### src/common/sdr_params.svh
/*
 * Constants shared by both ends of the SDRAM link: command pin codes, mode register field positions,
 * register offsets of the controller and timing counts.
 * Assumes a 250 MHz clock (4 ns period) on both ends.
 */
`ifndef SDR_PARAMS_SVH
`define SDR_PARAMS_SVH

// ----------------------------------------
// clock and timing
// ----------------------------------------
`define SDR_CLK_PS 4000
`define SDR_PWR_WAIT_US 100
`define SDR_PWR_WAIT_CYC ((`SDR_PWR_WAIT_US * 1000000 + `SDR_CLK_PS - 1) / `SDR_CLK_PS)
`define SDR_MRD_NS 15
`define SDR_MRD_CYC ((`SDR_MRD_NS * 1000 + `SDR_CLK_PS - 1) / `SDR_CLK_PS)
`define SDR_RP_NS 20
`define SDR_RP_CYC ((`SDR_RP_NS * 1000 + `SDR_CLK_PS - 1) / `SDR_CLK_PS)
`define SDR_RFC_NS 70
`define SDR_RFC_CYC ((`SDR_RFC_NS * 1000 + `SDR_CLK_PS - 1) / `SDR_CLK_PS)
`define SDR_RCD_NS 20
`define SDR_RCD_CYC ((`SDR_RCD_NS * 1000 + `SDR_CLK_PS - 1) / `SDR_CLK_PS)
`define SDR_REF_COUNT 2'h2

// ----------------------------------------
// command codes {cs_n, ras_n, cas_n, we_n}
// ----------------------------------------
`define SDR_CMD_INH 4'hf
`define SDR_CMD_NOP 4'h7
`define SDR_CMD_ACT 4'h3
`define SDR_CMD_RD 4'h5
`define SDR_CMD_WR 4'h4
`define SDR_CMD_PRE 4'h2
`define SDR_CMD_REF 4'h1
`define SDR_CMD_MRS 4'h0

// ----------------------------------------
// mode register fields
// ----------------------------------------
`define SDR_LEN_LSB 0
`define SDR_BO_BIT 3
`define SDR_RL_LSB 4
`define SDR_OPM_LSB 7
`define SDR_WBM_BIT 9
`define SDR_PAR_REF_LSB 0
`define SDR_TEMP_COMP_LSB 3
`define SDR_DRV_LSB 5
`define SDR_RL_THREE 3'h3
`define SDR_PAR_REF_TWO 3'h1
`define SDR_PAR_REF_ONE 3'h2
`define SDR_PAR_REF_HALF 3'h5
`define SDR_PAR_REF_QUART 3'h6
`define SDR_AP_BIT 10

// ----------------------------------------
// controller register offsets (byte addresses)
// ----------------------------------------
`define SDR_REG_CTRL 5'h00
`define SDR_REG_STATUS 5'h04
`define SDR_REG_BASE_MODE 5'h08
`define SDR_REG_EXT_MODE 5'h0c
`define SDR_REG_ACCESS 5'h10
`define SDR_REG_WDATA 5'h14
`define SDR_REG_RDATA 5'h18
`define SDR_BASE_RESET 14'h0022
`define SDR_EXT_RESET 14'h0000

`endif

### src/common/sdr_pkg.sv
/*
 * Types of the SDRAM link: decoded commands, controller states and the state records of both ends.
 * Assumes sdr_params.svh is on the include path.
 */
`include "sdr_params.svh"

package sdr_pkg;

  typedef enum {CMD_INH, CMD_NOP, CMD_ACT, CMD_RD, CMD_WR, CMD_PRE, CMD_REF, CMD_MRS, CMD_BST} sdr_cmd_t;

  typedef enum {ST_IDLE, ST_PWR, ST_PRE, ST_REF, ST_MRS, ST_EMRS, ST_READY, ST_ACT, ST_RW, ST_RDCAP,
                ST_CLOSE, ST_WAIT} sdr_ctl_st_t;

  typedef struct packed {
    logic [11:0] base_mode;
    logic [11:0] ext_mode;
    logic base_loaded;
    logic ext_loaded;
    logic [3:0] refresh_mask;
    logic [1:0] rd_wait;
    logic rd_act;
    logic wr_act;
    logic [2:0] beat;
    logic [1:0] bank;
    logic [7:0] col_start;
    logic [15:0] dq;
    logic dq_oe;
  } sdr_dev_t;

  typedef struct packed {
    sdr_ctl_st_t st;
    sdr_ctl_st_t ret;
    logic [15:0] cnt;
    logic [1:0] refs;
    logic [3:0] cmd;
    logic [1:0] ba;
    logic [11:0] addr;
    logic [15:0] dq;
    logic dq_oe;
    logic dqm;
    logic ack;
    logic [31:0] dat;
    logic [13:0] base_mode;
    logic [13:0] ext_mode;
    logic [23:0] access;
    logic [15:0] wdata;
    logic [15:0] rdata;
    logic rd_valid;
    logic init_done;
    logic is_write;
  } sdr_ctl_t;

  function automatic sdr_cmd_t sdr_decode(input logic [3:0] pins);
    case (pins)
      `SDR_CMD_NOP: sdr_decode = CMD_NOP;
      `SDR_CMD_ACT: sdr_decode = CMD_ACT;
      `SDR_CMD_RD: sdr_decode = CMD_RD;
      `SDR_CMD_WR: sdr_decode = CMD_WR;
      `SDR_CMD_PRE: sdr_decode = CMD_PRE;
      `SDR_CMD_REF: sdr_decode = CMD_REF;
      `SDR_CMD_MRS: sdr_decode = CMD_MRS;
      4'h6: sdr_decode = CMD_BST;
      default: sdr_decode = CMD_INH;
    endcase
  endfunction : sdr_decode

  // first word is valid at edge n + latency; codes other than three run at two
  function automatic logic [1:0] sdr_latency(input logic [2:0] field);
    sdr_latency = (field == `SDR_RL_THREE) ? 2'h3 : 2'h2;
  endfunction : sdr_latency

endpackage : sdr_pkg

### src/common/sdr_link_if.sv
/*
 * Link between controller and memory device: command pins, bank and address, data mask and both
 * directions of the data bus split into value and enable.
 * Assumes both ends run on the same clock; each end reads the other end's data value directly, with no shared wire.
 */
`timescale 1ns/10ps

interface sdr_link_if;
  logic cs_n;
  logic ras_n;
  logic cas_n;
  logic we_n;
  logic [1:0] ba;
  logic [11:0] addr;
  logic dqm;
  logic [15:0] ctl_dq;
  logic ctl_dq_oe;
  logic [15:0] mem_dq;
  logic mem_dq_oe;

  modport ctrl (output cs_n, ras_n, cas_n, we_n, ba, addr, dqm, ctl_dq, ctl_dq_oe, input mem_dq, mem_dq_oe);
  modport mem (input cs_n, ras_n, cas_n, we_n, ba, addr, dqm, ctl_dq, ctl_dq_oe, output mem_dq, mem_dq_oe);
endinterface : sdr_link_if

### src/design/sdr_mem_ctl.sv
/*
 * Controller end of the link: power-up sequence, mode and extended mode loads, and single-word
 * reads and writes ordered over a classic Wishbone slave.
 * Assumes the memory end shares clk_i; software keeps mode words legal.
 */
`timescale 1ns/10ps
`include "sdr_params.svh"

module sdr_mem_ctl
  import sdr_pkg::*;
#(
  parameter int PWR_WAIT_CYC = `SDR_PWR_WAIT_CYC
) (
  input wire logic clk_i,
  input wire logic rst_i,
  input wire logic ce_i,
  sdr_link_if.ctrl link,
  input wire logic [4:0] wb_adr_i,
  input wire logic [31:0] wb_dat_i,
  input wire logic [3:0] wb_sel_i,
  input wire logic wb_we_i,
  input wire logic wb_cyc_i,
  input wire logic wb_stb_i,
  output logic [31:0] wb_dat_o,
  output logic wb_ack_o
);

  sdr_ctl_t s;
  sdr_ctl_t next_s;
  logic wb_hit;

  always_comb begin
    next_s = s;
    wb_hit = wb_cyc_i && wb_stb_i && !s.ack;
    next_s.ack = wb_hit;
    next_s.cmd = `SDR_CMD_NOP;
    next_s.dq_oe = 1'b0;
    // ----------------------------------------
    // register bus
    // ----------------------------------------
    if (wb_hit) begin
      next_s.dat = 32'h0000_0000;
      if (wb_we_i && wb_sel_i[0]) begin
        case (wb_adr_i)
          `SDR_REG_CTRL: begin
            if (wb_dat_i[0] && s.st == ST_IDLE) begin
              next_s.st = ST_PWR;
              next_s.cnt = 16'(PWR_WAIT_CYC);
            end
            if (wb_dat_i[1] && s.st == ST_READY) begin
              next_s.st = ST_ACT;
              next_s.is_write = wb_dat_i[2];
              next_s.rd_valid = 1'b0;
            end
          end
          `SDR_REG_BASE_MODE: next_s.base_mode = wb_dat_i[13:0];
          `SDR_REG_EXT_MODE: next_s.ext_mode = wb_dat_i[13:0];
          `SDR_REG_ACCESS: next_s.access = wb_dat_i[23:0];
          `SDR_REG_WDATA: next_s.wdata = wb_dat_i[15:0];
          default: begin
          end
        endcase
      end else if (!wb_we_i) begin
        case (wb_adr_i)
          `SDR_REG_STATUS: next_s.dat = {29'h0, s.rd_valid, s.st != ST_READY && s.st != ST_IDLE, s.init_done};
          `SDR_REG_BASE_MODE: next_s.dat = {18'h0, s.base_mode};
          `SDR_REG_EXT_MODE: next_s.dat = {18'h0, s.ext_mode};
          `SDR_REG_ACCESS: next_s.dat = {8'h0, s.access};
          `SDR_REG_WDATA: next_s.dat = {16'h0, s.wdata};
          `SDR_REG_RDATA: next_s.dat = {16'h0, s.rdata};
          default: next_s.dat = 32'h0000_0000;
        endcase
      end
    end
    // ----------------------------------------
    // sequencer
    // ----------------------------------------
    case (s.st)
      ST_PWR: begin
        if (s.cnt <= 16'h0001) begin
          next_s.st = ST_PRE;
        end else begin
          next_s.cnt = s.cnt - 16'h0001;
        end
      end
      ST_PRE: begin
        next_s.cmd = `SDR_CMD_PRE;
        next_s.addr = 12'h000;
        next_s.addr[`SDR_AP_BIT] = 1'b1;
        next_s.cnt = 16'(`SDR_RP_CYC);
        next_s.ret = s.init_done ? ST_READY : ST_REF;
        next_s.refs = 2'h0;
        next_s.st = ST_WAIT;
      end
      ST_REF: begin
        next_s.cmd = `SDR_CMD_REF;
        next_s.refs = s.refs + 2'h1;
        next_s.cnt = 16'(`SDR_RFC_CYC);
        next_s.ret = (s.refs + 2'h1 == `SDR_REF_COUNT) ? ST_MRS : ST_REF;
        next_s.st = ST_WAIT;
      end
      ST_MRS: begin
        next_s.cmd = `SDR_CMD_MRS;
        next_s.ba = 2'h0;
        next_s.addr = {2'h0, s.base_mode[9:0]};
        next_s.addr[`SDR_OPM_LSB +: 2] = 2'h0;
        next_s.cnt = 16'(`SDR_MRD_CYC);
        next_s.ret = ST_EMRS;
        next_s.st = ST_WAIT;
      end
      ST_EMRS: begin
        next_s.cmd = `SDR_CMD_MRS;
        next_s.ba = 2'h2;
        next_s.addr = s.ext_mode[11:0];
        next_s.cnt = 16'(`SDR_MRD_CYC);
        next_s.ret = ST_READY;
        next_s.init_done = 1'b1;
        next_s.st = ST_WAIT;
      end
      ST_ACT: begin
        next_s.cmd = `SDR_CMD_ACT;
        next_s.ba = s.access[9:8];
        next_s.addr = s.access[21:10];
        next_s.cnt = 16'(`SDR_RCD_CYC);
        next_s.ret = ST_RW;
        next_s.st = ST_WAIT;
      end
      ST_RW: begin
        next_s.cmd = s.is_write ? `SDR_CMD_WR : `SDR_CMD_RD;
        next_s.ba = s.access[9:8];
        next_s.addr = {4'h0, s.access[7:0]};
        next_s.dq = s.wdata;
        next_s.dq_oe = s.is_write;
        next_s.dqm = 1'b0;
        // memory registers the read one edge after we launch it, so wait latency edges
        next_s.cnt = {14'h0, sdr_latency(s.base_mode[`SDR_RL_LSB +: 3])};
        next_s.st = s.is_write ? ST_CLOSE : ST_RDCAP;
      end
      ST_RDCAP: begin
        if (s.cnt == 16'h0000) begin
          next_s.rdata = link.mem_dq;
          next_s.rd_valid = 1'b1;
          next_s.st = ST_CLOSE;
        end else begin
          next_s.cnt = s.cnt - 16'h0001;
        end
      end
      ST_CLOSE: begin
        // mask the rest of a write burst, only one word was supplied
        next_s.dqm = 1'b1;
        next_s.st = ST_PRE;
      end
      ST_WAIT: begin
        if (s.cnt <= 16'h0001) begin
          next_s.st = s.ret;
        end else begin
          next_s.cnt = s.cnt - 16'h0001;
        end
      end
      default: begin
      end
    endcase
  end

  always_ff @(posedge clk_i) begin
    if (rst_i) begin
      s <= '0;
      s.cmd <= `SDR_CMD_INH;
      s.dqm <= 1'b1;
      s.base_mode <= `SDR_BASE_RESET;
      s.ext_mode <= `SDR_EXT_RESET;
    end else if (ce_i) begin
      s <= next_s;
    end
  end

  assign {link.cs_n, link.ras_n, link.cas_n, link.we_n} = s.cmd;
  assign link.ba = s.ba;
  assign link.addr = s.addr;
  assign link.dqm = s.dqm;
  assign link.ctl_dq = s.dq;
  assign link.ctl_dq_oe = s.dq_oe;
  assign wb_dat_o = s.dat;
  assign wb_ack_o = s.ack;

endmodule : sdr_mem_ctl

### src/flat_wrapper.sv
// flat-port wrapper written by rule: the top's interface ports become plain ports
module sdr_mem_ctl_flat import sdr_pkg::*;
#(
  parameter int PWR_WAIT_CYC = `SDR_PWR_WAIT_CYC
)
  (clk_i, rst_i, ce_i, wb_adr_i, wb_dat_i, wb_sel_i, wb_we_i, wb_cyc_i, wb_stb_i, wb_dat_o, wb_ack_o, link_cs_n, link_ras_n, link_cas_n, link_we_n, link_ba, link_addr, link_dqm, link_ctl_dq, link_ctl_dq_oe, link_mem_dq, link_mem_dq_oe);
  sdr_link_if link_i ();
  input wire logic clk_i;
  input wire logic rst_i;
  input wire logic ce_i;
  input wire logic [4:0] wb_adr_i;
  input wire logic [31:0] wb_dat_i;
  input wire logic [3:0] wb_sel_i;
  input wire logic wb_we_i;
  input wire logic wb_cyc_i;
  input wire logic wb_stb_i;
  output logic [31:0] wb_dat_o;
  output logic wb_ack_o;
  output wire logic [$bits(link_i.cs_n)-1:0] link_cs_n;
  output wire logic [$bits(link_i.ras_n)-1:0] link_ras_n;
  output wire logic [$bits(link_i.cas_n)-1:0] link_cas_n;
  output wire logic [$bits(link_i.we_n)-1:0] link_we_n;
  output wire logic [$bits(link_i.ba)-1:0] link_ba;
  output wire logic [$bits(link_i.addr)-1:0] link_addr;
  output wire logic [$bits(link_i.dqm)-1:0] link_dqm;
  output wire logic [$bits(link_i.ctl_dq)-1:0] link_ctl_dq;
  output wire logic [$bits(link_i.ctl_dq_oe)-1:0] link_ctl_dq_oe;
  input wire logic [$bits(link_i.mem_dq)-1:0] link_mem_dq;
  input wire logic [$bits(link_i.mem_dq_oe)-1:0] link_mem_dq_oe;
  assign link_cs_n = link_i.cs_n;
  assign link_ras_n = link_i.ras_n;
  assign link_cas_n = link_i.cas_n;
  assign link_we_n = link_i.we_n;
  assign link_ba = link_i.ba;
  assign link_addr = link_i.addr;
  assign link_dqm = link_i.dqm;
  assign link_ctl_dq = link_i.ctl_dq;
  assign link_ctl_dq_oe = link_i.ctl_dq_oe;
  assign link_i.mem_dq = link_mem_dq;
  assign link_i.mem_dq_oe = link_mem_dq_oe;
  sdr_mem_ctl #(.PWR_WAIT_CYC(PWR_WAIT_CYC)) u_core (.clk_i(clk_i), .rst_i(rst_i), .ce_i(ce_i), .link(link_i), .wb_adr_i(wb_adr_i), .wb_dat_i(wb_dat_i), .wb_sel_i(wb_sel_i), .wb_we_i(wb_we_i), .wb_cyc_i(wb_cyc_i), .wb_stb_i(wb_stb_i), .wb_dat_o(wb_dat_o), .wb_ack_o(wb_ack_o));
endmodule
### config.mk
export PLATFORM = sky130hd
export DESIGN_NAME = sdr_mem_ctl_flat
export DESIGN_NICKNAME = d
export VERILOG_FILES = /design/src/common/sdr_pkg.sv /design/src/common/sdr_link_if.sv /design/src/design/sdr_mem_ctl.sv /design/src/flat_wrapper.sv
export VERILOG_INCLUDE_DIRS = /design/src /design/src/common
export SDC_FILE = /design/constraint.sdc
export NUM_CORES = 1
export LEC_CHECK = 0
export BUFFER_PORTS_ARGS = -buffer_cell sky130_fd_sc_hd__buf_2
export CAP_MARGIN = 15
export CORE_MARGIN = 2
export CORE_UTILIZATION = 48
export DETAILED_ROUTE_END_ITERATION = 12
export PLACE_DENSITY = 0.69
export SLEW_MARGIN = 20
export SYNTH_ARGS = -nofsm -noshare
export SYNTH_HDL_FRONTEND = slang
export SYNTH_SLANG_ARGS = --single-unit
### constraint.sdc
create_clock -name clk_i -period 6.6 [get_ports clk_i]
set_input_delay 0.33 -clock clk_i [delete_from_list [all_inputs] [get_ports clk_i]]
set_output_delay 0.33 -clock clk_i [all_outputs]
set_load 0.01 [all_outputs]
# Word-level counts from Yosys, hierarchy flattened
# Cells that the tools add are included.
# word_totals
ff_bits	238
in_bits	64
output_inout_bits	69
elab_cells	115
# classes
addsub	2
order_cmp	1
n_eq_ne	20
n_mux	37
reduce_logical	35
# op_table
cell	n
2-to-1 mux 32 bit	10
one-hot mux 32 bit (6 select lines)	1
== test 32 x 4 -> 1 bit (second input constant)	5
one-hot mux 32 bit (5 select lines)	1
one-hot mux 24 bit (6 select lines)	1
== test 32 x 3 -> 1 bit (second input constant)	3
2-to-1 mux 16 bit	6
one-hot mux 16 bit (6 select lines)	1
== test 32 x 2 -> 1 bit (second input constant)	2
one-hot mux 12 bit (5 select lines)	1
== test 32 x 1 -> 1 bit (second input constant)	1
logical NOT 32 bit	1
inequality test 32 x 4 -> 1 bit (second input constant)	1
nonzero test 32 bit	1
one-hot mux 4 bit (5 select lines)	1
<= comparator 16 x 1 -> 1 bit (second input constant)	1
logical NOT 16 bit	1
AND reduction 2 bit	8
AND reduction 4 bit	4
subtractor 16 x 1 -> 16 bit (second input constant)	1
== test 5 bit (second input constant)	3
== test 5 x 4 -> 1 bit (second input constant)	2
nonzero test 5 bit	2
2-to-1 mux 1 bit	9
18 further kinds	28

# Logic depth before layout (Yosys ltp)
# depth
word_depth	9
depth_mapped	9
depth_no_buf	7

# Least setup slack after synthesis
# No wires, ideal clock.
# synth_timing
path_kind	reg-to-reg
from	register u_core.s[167] (netlist bit)
to	register u_core.s[167] (netlist bit)
setup_ns	0.074
t_arrival_ns	2.031
t_required_ns	6.526
path_slack_ns	4.495
path_stages_with_launch	8
n_path_buf	1
period_less_slack_ns	2.105
path_cell_list	dfxtp_1 buf_6 nor4_2 nand4_4 or3_4 and3_4 or2_4 a31oi_1
# synth_between
elab_chain_cells	6
word_cells_on_any_way	10
cone_classes	add/sub: 1; order compare: 1; mux: 7; reduce/logical: 1
# synth_rtl
element	line_no	source
start: declaration	sdr_mem_ctl.sv:28	sdr_ctl_t s;
start signal: assignment	sdr_mem_ctl.sv:173	s <= next_s;
parallel branches: the longest is 5 deep, another holds subtractor 16 x 1 -> 16 bit	-	
one-hot mux 16 bit (6 select lines) *	sdr_mem_ctl.sv:78	case (s.st)
# Mark *: on every way between the ends.
# A chain may end at the register's enable or synchronous reset.

# Worst setup path in the final report
# layout_timing
from	register u_core.s[207] (netlist bit)
to	register, netlist name u_core.link.dqm
# layout_between
elab_chain_cells	3
word_cells_on_any_way	5
cone_classes	eq/ne: 2; mux: 1; reduce/logical: 2
# layout_rtl
element	line_no
== test 32 x 4 -> 1 bit	sdr_mem_ctl.sv:78
nonzero test 2 bit (no line)	-
AND reduction 2 bit (no line)	-
# Parallel ways exist; a longest one is shown, timed or not.

==> results.tsv <==
metric	value	unit
async_flop_share	0	%
setup_viol	0	
clockBufferDepth	3	
overflow	0	
p_int	2.04	mW
hold_viol_final	0	
clkSinkCount	202	
core_area	18800	sq um
crit_required	7000	ps
synth-edff-count	0	
fin_tns_setup	0	ps
ys_seq_elements	202	
first_global_vias	7755	
synth.largest_area_cell	dfxtp_1	
num-fill-cells	1781	
tightestPinTransition	1070	ps
slowest_delay	660	ps
clkTransAtPathRegs	60	ps
ys_warn_count	0	
critPathLaunchType	flop	
gp_congestion	0.930	
ir_worst_vdd	0.000165	V
syn_area	9270	sq um
num_io_pins	133	
critPathArrivalTime	3390	ps
syn_inst	1151	
setup_slack	3610	ps
drtIter0Drc	1012	
post_cts_buffers	0	
period_needed	2990	ps
power_frac_seq	46.5	%
rsz0062_at_grt	false	
via_per_inst	5.83	
post_dp_cell_area	9540	sq um
syn_to_final_growth	11.5	%
yosysSeqAreaShare	43.6	%
crit_type	reg -> reg	
drc_errors	0	
nets	1242	
synth_top_cells_by_area	dfxtp_1 (44%), nand2_1 (10%), a21oi_1 (7.1%)	
ys.flop_type	dfxtp_1	
hold_class	in -> reg	
hold-path-cell-count	3	
setup.worst_path.start	u_core.s[207]$_SDFFE_PP0P_	
layout.cells.non_filler	1453	
reg2regPathDepth	6	
crit_chain	buf_4 -> nor2_1 -> nand2b_1 -> nor4_1 -> nand2_1 -> a221o_1	
swShare	22.2	%
rows	50	
initial_utilization	49.2	%
cellLeakagePower	3.79	nW
syn_avg_cell_area	8.05	sq um
htreeDepth	1	
outcome	complete, no violations	
slew_violations	0	
place_ws	3680	ps
post-route-period-util	45.2	%
port-buffer-count	112	
final_area	10300	sq um
whs	48.0	ps
hpwl	18700	um
wl_per_cell	18.8	um
antenna_found_initial	1	
post_cts_resized	0	
maxSlewHeadroom	28.1	%
first_pass_iters	7	
power	2.63	mW
fmax	335	MHz
worst_path_max_delay_cell	nor2_1	
cp_max_fo	32	
comb_power_share	3.2	%
die_area	20400	sq um
pwr-share-clk	50.4	%
utilization	54.9	%
cts_root_buf	clkbuf_16	
worstReg2RegStart	u_core.s[207]$_SDFFE_PP0P_	
synth_top_cell_area_share	43.6	%
grt_max_degree	94	
die_x	143	um
p_per_area	254	nW/um^2
max_cap_viol_count	0	
reg2reg_to	u_core.link.dqm$_SDFFE_PP1P_	
clock_latency	520	ps
switching_power	584	uW
vias	8467	
drive_gt1_share	16.7	%
ys_types	79	
numCtsBuffers	23	
dp.cells	1410	
worstSetupEndpointType	flop	
skew	9.12	ps
grt_pass1_wl	42800	um
cts_hold_buf	0	
r2r_setup_slack	3610	ps
crit_end	u_core.link.dqm$_SDFFE_PP1P_	
die_y	143	um
drt-total-wl	27400	um
cts_tree	done	
grtUsageTotal	26.6	%
ant_nets	0	
==> final cells by class <==
cell class | count | area (sq um) | share of cell area [%]
flip-flops and latches | 202 | 4040 | 39.1
repair buffers | 124 | 653 | 6.32
diodes | 1 | 2.50 | 0.0242
inverters | 12 | 45.0 | 0.436
clock buffers | 32 | 639 | 6.19
multi-input cells | 812 | 4480 | 43.3
well taps | 260 | 325 | 3.15
clock inverters | 10 | 148 | 1.43
==> cell families (layout without fill, tap and decap cells) <==
logic type               count (synthesis)  count (layout)  share of synthesized area, %
AO/OA/AOI/OAI                          299             299                          20.6
XOR/XNOR                                 3               3                         0.284
adder cells (fa/ha/maj)                  3               3                         0.405
buffers and inverters                  144             178                          8.63
flip-flops                             202             202                          43.6
multiplexers                            12              12                          1.35
other                                    1               9                        0.0405
AND/OR/NAND/NOR                        487             487                          25.1
==> state kept, by name, indices dropped and copies added (netlist names) <==
name / count
u_core.link.ctl_dq: 16
u_core.link.cas_n: 1
u_core.link.ras_n: 1
u_core.link.addr: 12
u_core.s: 141
u_core.link.we_n: 1
u_core.wb_ack_o: 1
u_core.link.ba: 2
u_core.link.ctl_dq_oe: 1
u_core.link.cs_n: 1
u_core.link.dqm: 1
u_core.wb_dat_o: 24
==> worst min-delay path by stage <==
stage | startpoint | end | slack (ps)
CTS | wb_dat_i[22] | u_core.s[57]$_SDFFE_PP0P_ | 40
finish | wb_dat_i[16] | u_core.s[51]$_SDFFE_PP0P_ | 50
detailed placement | u_core.link.ctl_dq[11]$_SDFFE_PP0P_ | u_core.link.ctl_dq[11]$_SDFFE_PP0P_ | 440
global route | link_mem_dq[0] | u_core.s[3]$_SDFFE_PP0P_ | 40
global placement | u_core.link.cs_n$_SDFFE_PP1P_ | u_core.link.cs_n$_SDFFE_PP1P_ | 430
floorplan | u_core.s[17]$_SDFFE_PP0P_ | u_core.s[17]$_SDFFE_PP0P_ | 430
==> routing by layer <==
metal | track usage, % | up-vias | part of all wire [%]
li1 | - | 4032 | -
met1 | 38.6 | 3961 | 45
met2 | 38.9 | 423 | 43
met3 | 6.61 | 51 | 10
met4 | 7.97 | 0 | 2.7
met5 | 0 | - | 0
==> worst max-delay path, delay by kind of cell, from the launching register on <==
kind | cells | cell delay (ps)
buffers and inverters | 1 | 230
and+or+nand+nor | 4 | 1830
AOI/OAI and AO/OA | 1 | 500
DFF | 1 | 300
==> cells in the mapped netlist, types with 9 or more instances <==
| library cell | number |
|---|---|
| a31oi_1 | 9 |
| and2_1 | 9 |
| nor2_1 | 78 |
| a21oi_1 | 131 |
| clkbuf_1 | 58 |
| a22oi_1 | 45 |
| nor2b_1 | 31 |
| dfxtp_1 | 202 |
| a222oi_1 | 11 |
| nand2_1 | 250 |
| nor3_1 | 23 |
| nand3_1 | 21 |
| inv_1 | 12 |
| o21ai_0 | 36 |
| buf_2 | 9 |
| buf_4 | 62 |
| nand4_1 | 10 |
==> power groups by stage <==
stage	clock, mW	sequential (mW)	combinational [mW]
6_report	1.32	1.22	0.0834
3_5_place_dp	0	1.25	0.0809
3_3_place_gp	0	1.25	0.0813
5_1_grt	1.39	1.22	0.0892
4_1_cts	1.34	1.22	0.0812
2_1_floorplan	0	1.25	0.0459
==> cells in the final DEF (no fill, tap or decap), types with 5 or more instances in the layout <==
cell type,count
a221oi_1,8
nor2_1,78
buf_4,13
conb_1,8
clkbuf_1,6
a222oi_1,11
or3_1,5
o21ai_0,36
nand2b_1,6
nand2_1,250
a22oi_1,45
nand3_1,20
a31oi_1,9
buf_2,111
or2_2,5
a21oi_1,131
nor2b_1,31
inv_1,12
nor4_2,9
clkbuf_16,23
o2bb2ai_1,7
mux2i_1,8
dfxtp_1,202
nor3_1,21
o211ai_1,7
and2_1,9
nand4_1,10
and3_1,5
Note: power is estimated with default switching activity, not from simulation.
